==> src/design/tbdiag_pkg.sv <==
/*
 * tbdiag_pkg: constants and types shared by the terminal-bus diagnostic unit.
 * Assumes a 100 MHz system clock; blink times are given in microseconds.
 */
package tbdiag_pkg;

    localparam int unsigned CLK_MHZ = 100;

    // blink timing in microseconds
    localparam int unsigned FAST_HALF_US = 50_000;
    localparam int unsigned SLOW_HALF_US = 250_000;
    localparam int unsigned PAUSE_US = 1_000_000;
    localparam int unsigned FAST_HALF_CYC = FAST_HALF_US * CLK_MHZ;
    localparam int unsigned SLOW_HALF_CYC = SLOW_HALF_US * CLK_MHZ;
    localparam int unsigned PAUSE_CYC = PAUSE_US * CLK_MHZ;
    localparam int unsigned FAST_PULSES = 8;

    // bus update supervision: expected cycle at most five ms
    localparam int unsigned UPDATE_MAX_US = 5_000;
    localparam int unsigned UPDATE_MAX_CYC = UPDATE_MAX_US * CLK_MHZ;

    // register offsets
    localparam logic [3:0] OFS_STATE = 4'h0;
    localparam logic [3:0] OFS_CTRL = 4'h1;
    localparam logic [3:0] OFS_CODE = 4'h2;

    // state word bit positions
    localparam int unsigned ST_BUS_ERR = 0;
    localparam int unsigned ST_CFG_CHG = 1;
    localparam int unsigned ST_LEN_MIS = 2;
    localparam int unsigned ST_NO_IN = 8;
    localparam int unsigned ST_IN_INC = 9;
    localparam int unsigned ST_OUT_INC = 10;
    localparam int unsigned ST_WDOG = 11;
    localparam int unsigned ST_ACYC = 15;

    // control register bit positions
    localparam int unsigned CT_RESET = 0;

    localparam logic [15:0] STATE_RST = 16'h0000;

    // error codes shown as slow pulses
    localparam logic [3:0] CODE_CMD = 4'h3;
    localparam logic [3:0] CODE_DATA = 4'h4;
    localparam logic [3:0] CODE_REG = 4'h5;
    localparam logic [3:0] CODE_INT = 4'h6;
    localparam logic [3:0] CODE_LEN = 4'h7;
    localparam logic [7:0] ARG_INT_DATA_A = 8'h01;
    localparam logic [7:0] ARG_INT_DATA_B = 8'h08;

    // fault report from the bus engine
    typedef struct packed {
        logic cmdErr;
        logic dataErr;
        logic regErr;
        logic initErr;
        logic intDataErr;
        logic intDataAlt;
        logic lenErr;
        logic emcErr;
        logic latchPower;
        logic [7:0] position;
    } tbdiag_fault_t;

    // register port
    typedef struct packed {
        logic [3:0] addr;
        logic [15:0] wdata;
        logic wr;
        logic rd;
    } tbdiag_req_t;

    typedef enum logic [4:0] {
        BL_IDLE = 5'b00001,
        BL_FAST = 5'b00010,
        BL_CODE = 5'b00100,
        BL_ARG = 5'b01000,
        BL_GAP = 5'b10000
    } tbdiag_blink_t;

endpackage

==> src/design/tbdiag_tick.sv <==
/*
 * tbdiag_tick: divider that gives a one-cycle enable every PERIOD cycles.
 * Assumes a single clock; restart realigns the phase.
 */
module tbdiag_tick #(
    parameter int unsigned PERIOD = 10
) (
    input wire logic clk_sys,
    input wire logic reset_n,
    input wire logic restart,
    output logic tick
);
    localparam int unsigned W = $clog2(PERIOD + 1);
    logic [W-1:0] cnt_q;

    always_ff @(posedge clk_sys or negedge reset_n) begin
        if (!reset_n) begin
            cnt_q <= '0;
            tick <= 1'b0;
        end else if (restart) begin
            cnt_q <= '0;
            tick <= 1'b0;
        end else if (cnt_q == W'(PERIOD - 1)) begin
            cnt_q <= '0;
            tick <= 1'b1;
        end else begin
            cnt_q <= cnt_q + 1'b1;
            tick <= 1'b0;
        end
    end
endmodule

==> src/design/tbdiag_pulse.sv <==
/*
 * tbdiag_pulse: emits a train of COUNT on/off pulses timed by an enable.
 * Assumes half-period ticks from a divider; a count of zero ends at once.
 */
module tbdiag_pulse (
    input wire logic clk_sys,
    input wire logic reset_n,
    input wire logic start,
    input wire logic [7:0] count,
    input wire logic halfTick,
    output logic led,
    output logic done
);
    logic [7:0] left_q;
    logic busy_q;

    always_ff @(posedge clk_sys or negedge reset_n) begin
        if (!reset_n) begin
            left_q <= 8'h00;
            busy_q <= 1'b0;
            led <= 1'b0;
            done <= 1'b0;
        end else begin
            done <= 1'b0;
            if (start) begin
                left_q <= count;
                busy_q <= (count != 8'h00);
                led <= 1'b0;
                done <= (count == 8'h00);
            end else if (busy_q && halfTick) begin
                if (!led) begin
                    led <= 1'b1;
                end else begin
                    led <= 1'b0;
                    left_q <= left_q - 8'h01;
                    if (left_q == 8'h01) begin
                        busy_q <= 1'b0;
                        done <= 1'b1;
                    end
                end
            end
        end
    end
endmodule

==> src/design/tbdiag_top.sv <==
/*
 * tbdiag_top: diagnostic unit of a terminal-bus master. Drives the run and
 * error LEDs and keeps the bus state word readable by host software.
 * Assumes the bus engine reports faults and update progress synchronously.
 */
module tbdiag_top
    import tbdiag_pkg::*;
#(
    parameter int unsigned FAST_HALF = FAST_HALF_CYC,
    parameter int unsigned SLOW_HALF = SLOW_HALF_CYC,
    parameter int unsigned PAUSE = PAUSE_CYC,
    parameter int unsigned UPDATE_MAX = UPDATE_MAX_CYC,
    parameter int unsigned FAST_N = FAST_PULSES
) (
    input wire logic clk_sys,
    input wire logic reset_n,
    input wire tbdiag_pkg::tbdiag_req_t req,
    output logic [15:0] rdata,
    input wire tbdiag_pkg::tbdiag_fault_t fault,
    input wire logic fieldbusActive,
    input wire logic cfgChanged,
    input wire logic inputsValid,
    input wire logic inUpdateDone,
    input wire logic outUpdateDone,
    input wire logic cycleStart,
    input wire logic watchdog,
    input wire logic taskTick,
    input wire logic acycDone,
    output logic acycReq,
    output logic ledRun,
    output logic ledErr
);
    import tbdiag_pkg::*;

    localparam int unsigned UW = $clog2(UPDATE_MAX + 2);

    // fault capture
    logic errLatched_q;
    logic stickyPower_q;
    logic emc_q;
    logic [3:0] code_q;
    logic [7:0] arg_q;
    logic anyFault;
    logic [3:0] codeNew;
    logic [7:0] argNew;

    // host reset sequencing
    logic clearReq;

    // state word sources
    logic busErr_q;
    logic lenMis_q;
    logic cfgChg_q;
    logic noInputs_q;
    logic wdog_q;
    logic slowCycle_q;
    logic [UW-1:0] updCnt_q;
    logic [15:0] stateWord;

    // blink engine
    tbdiag_blink_t bl_q;
    logic [7:0] trainCount;
    logic trainStart;
    logic trainLed;
    logic trainDone;
    logic fastTick;
    logic slowTick;
    logic gapTick;
    logic gapRestart;
    logic emcTick;

    assign anyFault = fault.cmdErr | fault.dataErr | fault.regErr | fault.initErr
        | fault.intDataErr | fault.lenErr;
    assign clearReq = req.wr && (req.addr == OFS_CTRL) && req.wdata[CT_RESET];

    // fault to code and argument; position already excludes passive terminals
    always_comb begin
        codeNew = 4'h0;
        argNew = 8'h00;
        if (fault.cmdErr) begin
            codeNew = CODE_CMD;
            argNew = 8'h00;
        end else if (fault.dataErr) begin
            codeNew = CODE_DATA;
            argNew = fault.position;
        end else if (fault.regErr) begin
            codeNew = CODE_REG;
            argNew = fault.position;
        end else if (fault.initErr) begin
            codeNew = CODE_INT;
            argNew = 8'h00;
        end else if (fault.intDataErr) begin
            codeNew = CODE_INT;
            argNew = fault.intDataAlt ? ARG_INT_DATA_B : ARG_INT_DATA_A;
        end else if (fault.lenErr) begin
            codeNew = CODE_LEN;
            argNew = 8'h00;
        end
    end

    // first fault is held; a new fault wins over a host clear
    always_ff @(posedge clk_sys or negedge reset_n) begin
        if (!reset_n) begin
            errLatched_q <= 1'b0;
            stickyPower_q <= 1'b0;
            code_q <= 4'h0;
            arg_q <= 8'h00;
        end else if (anyFault && !errLatched_q) begin
            errLatched_q <= 1'b1;
            stickyPower_q <= fault.latchPower;
            code_q <= codeNew;
            arg_q <= argNew;
        end else if (acycDone && acycReq && !anyFault && !stickyPower_q) begin
            errLatched_q <= 1'b0;
        end
    end

    always_ff @(posedge clk_sys or negedge reset_n) begin
        if (!reset_n) begin
            emc_q <= 1'b0;
        end else if (fault.emcErr) begin
            emc_q <= 1'b1;
        end
    end

    // non-cyclic reset request to the bus engine
    always_ff @(posedge clk_sys or negedge reset_n) begin
        if (!reset_n) begin
            acycReq <= 1'b0;
        end else if (clearReq) begin
            acycReq <= 1'b1;
        end else if (acycDone) begin
            acycReq <= 1'b0;
        end
    end

    // update cycle supervision and task-overrun detection
    always_ff @(posedge clk_sys or negedge reset_n) begin
        if (!reset_n) begin
            updCnt_q <= '0;
            slowCycle_q <= 1'b0;
        end else begin
            if (cycleStart) begin
                updCnt_q <= '0;
            end else if (updCnt_q <= UW'(UPDATE_MAX)) begin
                updCnt_q <= updCnt_q + 1'b1;
            end
            if (taskTick) begin
                slowCycle_q <= !(inUpdateDone && outUpdateDone);
            end else if (updCnt_q > UW'(UPDATE_MAX)) begin
                slowCycle_q <= 1'b1;
            end
        end
    end

    always_ff @(posedge clk_sys or negedge reset_n) begin
        if (!reset_n) begin
            busErr_q <= 1'b0;
            lenMis_q <= 1'b0;
            cfgChg_q <= 1'b0;
            noInputs_q <= 1'b1;
            wdog_q <= 1'b0;
        end else begin
            busErr_q <= errLatched_q || anyFault;
            lenMis_q <= fault.lenErr || (errLatched_q && code_q == CODE_LEN);
            cfgChg_q <= cfgChg_q || cfgChanged;
            noInputs_q <= noInputs_q && !inputsValid;
            wdog_q <= watchdog;
        end
    end

    // host period limits of 100 ms / 50 ms are the host's concern
    always_comb begin
        stateWord = STATE_RST;
        stateWord[ST_BUS_ERR] = busErr_q;
        stateWord[ST_CFG_CHG] = cfgChg_q;
        stateWord[ST_LEN_MIS] = lenMis_q;
        stateWord[ST_NO_IN] = noInputs_q;
        stateWord[ST_IN_INC] = !inUpdateDone || slowCycle_q;
        stateWord[ST_OUT_INC] = !outUpdateDone || slowCycle_q;
        stateWord[ST_WDOG] = wdog_q;
        stateWord[ST_ACYC] = acycReq;
    end

    // register read port, data one cycle after the strobe
    always_ff @(posedge clk_sys or negedge reset_n) begin
        if (!reset_n) begin
            rdata <= 16'h0000;
        end else if (req.rd) begin
            case (req.addr)
                OFS_STATE: rdata <= stateWord;
                OFS_CTRL: rdata <= {15'h0000, acycReq};
                OFS_CODE: rdata <= {4'h0, code_q, arg_q};
                default: rdata <= 16'h0000;
            endcase
        end else begin
            rdata <= 16'h0000;
        end
    end

    // run LED
    always_ff @(posedge clk_sys or negedge reset_n) begin
        if (!reset_n) begin
            ledRun <= 1'b0;
        end else begin
            ledRun <= !errLatched_q && !anyFault && !emc_q && fieldbusActive;
        end
    end

    // rate dividers
    tbdiag_tick #(.PERIOD(FAST_HALF)) u_fast (
        .clk_sys(clk_sys),
        .reset_n(reset_n),
        .restart(1'b0),
        .tick(fastTick)
    );

    tbdiag_tick #(.PERIOD(SLOW_HALF)) u_slow (
        .clk_sys(clk_sys),
        .reset_n(reset_n),
        .restart(1'b0),
        .tick(slowTick)
    );

    tbdiag_tick #(.PERIOD(PAUSE)) u_gap (
        .clk_sys(clk_sys),
        .reset_n(reset_n),
        .restart(gapRestart),
        .tick(gapTick)
    );

    assign emcTick = fastTick;

    tbdiag_pulse u_train (
        .clk_sys(clk_sys),
        .reset_n(reset_n),
        .start(trainStart),
        .count(trainCount),
        .halfTick((bl_q == BL_FAST) ? fastTick : slowTick),
        .led(trainLed),
        .done(trainDone)
    );

    // report sequencer
    always_comb begin
        trainStart = 1'b0;
        trainCount = 8'h00;
        gapRestart = 1'b0;
        case (bl_q)
            BL_IDLE: begin
                trainStart = errLatched_q && !emc_q;
                trainCount = 8'(FAST_N);
            end
            BL_FAST: begin
                trainStart = trainDone;
                trainCount = {4'h0, code_q};
            end
            BL_CODE: begin
                trainStart = trainDone;
                trainCount = arg_q;
            end
            BL_ARG: begin
                gapRestart = trainDone;
            end
            BL_GAP: begin
                trainStart = gapTick && errLatched_q;
                trainCount = 8'(FAST_N);
            end
            default: begin
                trainStart = 1'b0;
            end
        endcase
    end

    always_ff @(posedge clk_sys or negedge reset_n) begin
        if (!reset_n) begin
            bl_q <= BL_IDLE;
        end else if (emc_q || !errLatched_q) begin
            // a host clear ends the report at once; sticky errors clear only on reset_n
            bl_q <= BL_IDLE;
        end else begin
            case (bl_q)
                BL_IDLE: begin
                    if (errLatched_q) begin
                        bl_q <= BL_FAST;
                    end
                end
                BL_FAST: begin
                    if (trainDone) begin
                        bl_q <= BL_CODE;
                    end
                end
                BL_CODE: begin
                    if (trainDone) begin
                        bl_q <= BL_ARG;
                    end
                end
                BL_ARG: begin
                    if (trainDone) begin
                        bl_q <= BL_GAP;
                    end
                end
                BL_GAP: begin
                    if (gapTick) begin
                        bl_q <= errLatched_q ? BL_FAST : BL_IDLE;
                    end
                end
                default: bl_q <= BL_IDLE;
            endcase
        end
    end

    // red LED: continuous flashing on interference, else the report train
    always_ff @(posedge clk_sys or negedge reset_n) begin
        if (!reset_n) begin
            ledErr <= 1'b0;
        end else if (emc_q) begin
            if (emcTick) begin
                ledErr <= !ledErr;
            end
        end else begin
            ledErr <= trainLed && (bl_q != BL_IDLE) && (bl_q != BL_GAP);
        end
    end
endmodule

==> config.mk <==
export PLATFORM = sky130hd
export DESIGN_NAME = tbdiag_top
export DESIGN_NICKNAME = d
export VERILOG_FILES = /design/src/design/tbdiag_pkg.sv /design/src/design/tbdiag_tick.sv /design/src/design/tbdiag_pulse.sv /design/src/design/tbdiag_top.sv
export SDC_FILE = /design/constraint.sdc
export NUM_CORES = 1
export LEC_CHECK = 0
export ABC_CLOCK_PERIOD_IN_PS = 2840
export BUFFER_PORTS_ARGS = -buffer_cell sky130_fd_sc_hd__buf_4
export CORE_ASPECT_RATIO = 0.8
export CORE_UTILIZATION = 30
export DETAILED_ROUTE_END_ITERATION = 8
export GPL_ROUTABILITY_DRIVEN = 0
export MAX_ROUTING_LAYER = met4
export SYNTH_ARGS = -nofsm -noshare
export SYNTH_HDL_FRONTEND = slang
export SYNTH_HIERARCHICAL = 1
export SYNTH_SLANG_ARGS = --single-unit
==> constraint.sdc <==
create_clock -name clk_sys -period 2.84 [get_ports clk_sys]
set_input_delay 0.426 -clock clk_sys [delete_from_list [all_inputs] [get_ports clk_sys]]
set_output_delay 0.426 -clock clk_sys [all_outputs]
set_load 0.02 [all_outputs]
# Word level (Yosys, flattened, before mapping)
# Index checks and enable logic that the tools add are counted.
[word_totals]
wordCells = 164
register_bits = 153
latch_bits = 0
mem_count = 0
mem_bits_ro = 0
ramBits = 0
[classes]
magnitude_cmp = 2
multipliers = 0
n_mux = 58
n_shift = 0
eq_ne = 20
n_bitwise = 5
addsub = 5
reduce_logical = 47
div_mod_pow = 0
[op_table]
columns = ["operator", "n"]
rows = [
  ["2-to-1 mux 27 bit", 2],
  ["2-to-1 mux 8 bit", 6],
  ["case mux 16 bit (3 select lines)", 1],
  ["2-to-1 mux 19 bit", 2],
  ["2-to-1 mux 5 bit", 6],
  ["adder 27 x 1 -> 27 bit, second input constant", 1],
  ["equality test 27 bit, second input constant", 1],
  ["adder 25 x 1 -> 25 bit, second input constant", 1],
  ["equality test 25 bit, second input constant", 1],
  ["2-to-1 mux 1 bit", 25],
  ["2-to-1 mux 25 bit", 1],
  ["case mux 5 bit (5 select lines)", 1],
  ["2-to-1 mux 4 bit", 6],
  ["case mux 8 bit (3 select lines)", 1],
  ["adder 23 x 1 -> 23 bit, second input constant", 1],
  ["equality test 23 bit, second input constant", 1],
  ["2-to-1 mux 23 bit", 1],
  ["adder 19 x 1 -> 19 bit, second input constant", 1],
  ["> comparator 19 bit, second input constant", 1],
  ["less-or-equal comparator 19 bit, second input constant", 1],
  ["logical AND 1 bit", 17],
  ["2-to-1 mux 16 bit", 1],
  ["nonzero test 2 bit", 7],
  ["zero test 1 bit", 9],
  ["other kinds (28)", 42],
]

# Longest topological paths before layout
[logic_depth]
ltp_word = 10
ltp_mapped = 10
ltp_nobuf = 8

# Hierarchy
# Netlist, hierarchy kept.
[modules_own_cells]
columns = ["mod", "area_per_inst_um2", "seq_area_each_um2", "n_inst", "cells_each"]
rows = [
  ["tbdiag_top", 2900.3, 1503.9, 1, 295],
  ["tbdiag_tick at u_gap", 1549.0, 700.7, 1, 156],
  ["tbdiag_tick at u_slow", 1397.6, 650.6, 1, 141],
  ["tbdiag_tick at u_fast", 1234.9, 600.6, 1, 126],
  ["tbdiag_pulse", 645.6, 275.3, 1, 70],
]

# Worst setup path before layout
# Ideal clock, no wire load.
[synth_timing]
path_kind = "flip-flop to flip-flop"
startpoint = "reg bl_q[3]"
endpoint = "reg u_train.left_q[7]"
required_ns = 2.709
n_path_buf = 2
period_less_slack_ns = 2.310
slack_ns = 0.530
arrival_time_ns = 2.179
path_stages_with_launch = 10
cell_sequence = "dfrtp_1 -> clkbuf_1 -> nor2_1 -> nand2_1 -> nor3_1 -> mux2_2 -> and3_1 -> clkbuf_1 -> and4_1 -> or3_1"
[synth_via]
elab_chain_cells = 5
[synth_lines]
columns = ["element", "line", "source"]
rows = [
  ["start, declared", "tbdiag_top.sv:61", "tbdiag_blink_t bl_q;"],
  ["start signal, assigned", "tbdiag_top.sv:305", "bl_q <= errLatched_q ? BL_FAST : BL_IDLE;"],
  ["equality test 5 x 2 -> 1 bit / equality test 5 x 3 -> 1 bit (equally long branches)", "tbdiag_top.sv:239, tbdiag_top.sv:249", ""],
  ["OR reduction 2 bit (no source line) / 2-to-1 mux 1 bit (equally long branches)", "-", ""],
  ["case mux 1 bit (3 select lines) / logical AND 1 bit (equally long branches)", "tbdiag_top.sv:249, tbdiag_pulse.sv:30", ""],
  ["nonzero test 2 bit (no source line)", "-", ""],
  ["AND reduction 2 bit (no source line)", "-", ""],
  ["end signal, assigned", "tbdiag_pulse.sv:26", "left_q <= count;"],
  ["end signal, assigned", "tbdiag_pulse.sv:35", "left_q <= left_q - 8'h01;"],
  ["end, declared", "tbdiag_pulse.sv:14", "logic [7:0] left_q;"],
]
# Several ways; a longest one is shown, not always the timed one.
# A chain may end at the register's enable or synchronous reset.

# Final worst setup path
# Ends and elaborated chain as after synthesis.

==> results.txt <==
- The flow ran to the end, and the final reports show no timing, DRC or antenna violations.
- Total buffers and inverters traversed by the critical path: 0
- Final global-route overflow total: 0
* Share of layout cells above drive strength 1: 16.0%
* Power Dens Cells: 512 nW/um2
- IR analysis of the VDD net gives a maximum drop of 0.400 mV.
* Pre-Repair DR Iteration Count: 5
- ANT nets after route: 0
- Final Max Tran Viols: 0
- CTS HTree Levels: 4
- Before CTS, the worst setup slack after placement is roughly 0.40 ns.
- Synthesis produced a netlist whose cell count is 788.
* Worst Tran Pin Value: 0.685 ns
- Clk Latency, worst-skew pair: 0.42 ns
- In this run the count of I/O pins placed on the die edge is a little under 70.
* Endpoints failing setup: 0
- STA classifies the critical path endpoint as a flip-flop.
- Area of the die: about 26000 um2
* Via-per-instance ratio: 5.14
* Fillcell total: 2530
- In this run the post-CTS setup repair buffer count came out at 0.
- Die Width: 181 um
- Crit-path slowest cell: sky130_fd_sc_hd__nor3_1
- Global-route wire length before repair: 29900 um
- Port bufs: 50
- Overall track demand over capacity in global routing: 14.6%
- Counting flops with an async set or reset pin after synthesis yields a share of 100%.
* Unrepaired setup endpoints after global routing: false
- Total of warnings raised by yosys: 6
* P&R area growth vs syn: 16.1%
* FF+latch count, synth: 149
* Part of the Yosys area used for sequential elements: 48.3%
- For this run, design rule violations remaining after detail routing come to 0.
- After detailed routing, the average wire length per cell comes to 15.0 um.
* Reported leakage power: 3.67 nW
- Highest fanout seen on the critical path: 8
* Detailed Route WL: 17700 um
- The cell family contributing the most delay on the critical path is simple AND/OR/NAND/NOR gates.
- Y dimension of the die: 146 um
* Cell row count: 52
* Vias: 6044
* Total number of nets in the final design: 895
* Endpoints failing hold: 0
- Summed over all failing endpoints, the final setup total negative slack is 0 ns.
- Once the clock tree was built, the resizer swapped 0 gates to a different size.
- The final critical path takes up 86.9% of the cycle.
- Entering global routing, the biggest net connects 69 pins.
- The synthesized netlist occupies a cell area of 7730 um2.
- Initial core utilization: 30.5%
- Clock skew on the completed layout was measured at 0.00618 ns.
- Fin worst setup slack: 0.371 ns
* FMAX: 0.405 GHz
- Data on the critical path is required at its endpoint by 3.14 ns.
* CTS tree: yes
- The netlist uses 75 different library cells.
- Min-delay worst type: input port to async pin
- TritonCTS created 17 clock buffers.
- Total area of multi-input combinational cells: 3720 um2
- STA classifies the critical path startpoint as a flip-flop.
- Clock Pin Slew Worst Setup and Hold Paths: 0.06 ns
- The largest single stage delay on the critical path is 0.54 ns.
- The critical path in this run is classified as flip-flop to flip-flop.
* Number of synthesized flops with an enable pin: 0
* Post-synthesis average cell area: 9.81 um2
- Number of maximum-capacitance constraint violations: 0
- Worst hold margin: 0.00240 ns
- Number of buffers inserted for hold repair after clock tree synthesis: 0
- The tree built by TritonCTS fans out to approximately 150 sinks.
- The initial antenna violation count is 0.
* Largest buffer count on any clock path: 2
- Number of global-route vias before repair: 5645
- Placeable Area: about 25000 um2
* Primary flip-flop cell chosen by synthesis mapping: sky130_fd_sc_hd__dfrtp_1
* Arrival time at the worst endpoint: about 2.8 ns
- Max-slew headroom: 54.0%
- Final Util: 35.4%
- The critical path goes through nor2_1 -> nand2_1 -> nor3_1 -> mux2_2 -> and3_1 -> and4_1 -> or3_1.
- Placed wire-length estimate after detailed placement: 12500 um
- Root buffer selected by CTS: sky130_fd_sc_hd__clkbuf_16
- Iteration-0 DRC Markers: between 500 and 600
* Sequential cell area: 3730 um2
- Post-layout minimum cycle time: 2.47 ns
==> synth_stat cells, drive strengths merged (3+ instances only) <==
master,n,area share [%]
a21oi,57,3.8
a22o,9,1.0
a31o,5,0.57
a31oi,8,0.84
and2,7,0.57
and3,19,1.6
and4,15,1.7
buf,17,1.6
clkbuf,14,1.1
dfrtp,147,48
ha,7,1.1
inv,24,1.2
mux2,4,0.58
mux2i,7,0.91
nand2,43,2.1
nand2b,7,0.57
nand3,49,3.5
nand4,32,3.5
nand4b,4,0.45
nor2,86,4.2
nor3,17,1.1
nor4,16,1.3
nor4b,4,0.53
o21ai,41,2.7
o31ai,14,1.5
o41ai,3,0.34
or2,6,0.49
or3,29,2.4
or4,18,1.9
xnor2,24,2.7
xor2,24,2.7
==> worst paths after layout <==
kind | start | to | slack, ns | cells past startpoint
max in group asynchronous | reset_n | updCnt_q[1]$_DFFE_PN0P_ | 2.03 | 2
setup reg to reg | bl_q[3]$_DFFE_PN0P_ | u_train/left_q[7]$_DFFE_PN0P_ | 0.37 | 7
setup / recovery | bl_q[3]$_DFFE_PN0P_ | u_train/left_q[7]$_DFFE_PN0P_ | 0.37 | 7
min in group clk_sys | inputsValid | noInputs_q$_DFF_PN1_ | 0.11 | 2
hold / removal | reset_n | updCnt_q[4]$_DFFE_PN0P_ | 0.002 | 1
hold reg to reg | u_gap/cnt_q[0]$_DFF_PN0_ | u_gap/cnt_q[0]$_DFF_PN0_ | 0.48 | 1
==> state kept, by name (all words and copies together), names as in the netlist, 5 cells and up <==
register        flops
u_gap/cnt_q        27
u_slow/cnt_q       25
u_fast/cnt_q       23
updCnt_q           19
rdata              13
arg_q               8
u_train/left_q      8
bl_q                5
==> area by class of cell <==
cell class | count | area share (%)
clock inverters | 13 | 1.37
inverters | 25 | 1.05
diodes | 1 | 0.0279
clock buffers | 19 | 5.05
repair buffers | 55 | 4.92
well taps | 324 | 4.52
multi-input cells | 590 | 41.5
flip-flops and latches | 149 | 41.6
==> cells by family (layout without fill, tap and decap cells) <==
group | count (synthesis) | in the layout | synth area share, %
muxes | 11 | 11 | 1.49
xor gates and xnor gates | 48 | 48 | 5.44
and+or+nand+nor | 360 | 360 | 26.8
buffers and inverters | 56 | 112 | 3.92
AOI/OAI and AO/OA | 156 | 156 | 12.9
adders and majority gates | 7 | 7 | 1.13
other | 1 | 9 | 0.0485
DFF | 149 | 149 | 48.3
==> cell usage in the layout, fill, tap and decap left out, types with 12 or more instances in the layout <==
cell	synthesis	routed
sky130_fd_sc_hd__o31ai_1	13	13
sky130_fd_sc_hd__nor2_1	86	86
sky130_fd_sc_hd__nor3_1	17	17
sky130_fd_sc_hd__xnor2_1	24	24
sky130_fd_sc_hd__nor4_1	16	16
sky130_fd_sc_hd__o21ai_0	40	40
sky130_fd_sc_hd__or4_1	14	14
sky130_fd_sc_hd__or3_1	26	26
sky130_fd_sc_hd__and4_1	12	12
sky130_fd_sc_hd__clkbuf_16	0	17
sky130_fd_sc_hd__and3_1	17	17
sky130_fd_sc_hd__nand2_1	43	43
sky130_fd_sc_hd__a21oi_1	54	54
sky130_fd_sc_hd__nand3_1	46	46
sky130_fd_sc_hd__inv_1	24	24
sky130_fd_sc_hd__xor2_1	24	24
sky130_fd_sc_hd__nand4_1	25	25
sky130_fd_sc_hd__buf_4	5	52
sky130_fd_sc_hd__dfrtp_1	147	147
==> metal layers <==
layer	vias to the layer above	share of wire, %	track usage (%)
li1	2996	-	-
met1	2920	53	21.9
met2	115	42	19.8
met3	13	4.3	3.20
met4	0	0.75	3.01
met5	-	0	-
==> power breakdown <==
| part | switching (mW) | total, mW | internal, mW |
|---|---|---|---|
| sequential | 0.0413 | 2.20 | 2.16 |
| combinational | 0.119 | 0.200 | 0.0813 |
| clock | 0.929 | 2.19 | 1.26 |
==> metrics by stage <==
step	power (mW)	cells	area, um2
finish	4.59	1176	8970
floorplan	2.32	795	7750
detailed placement	2.44	1143	8390
global route	4.77	1175	8970
CTS	4.64	1175	8970
global placement	2.44	1143	8390
(Power assumes the default switching activity.)
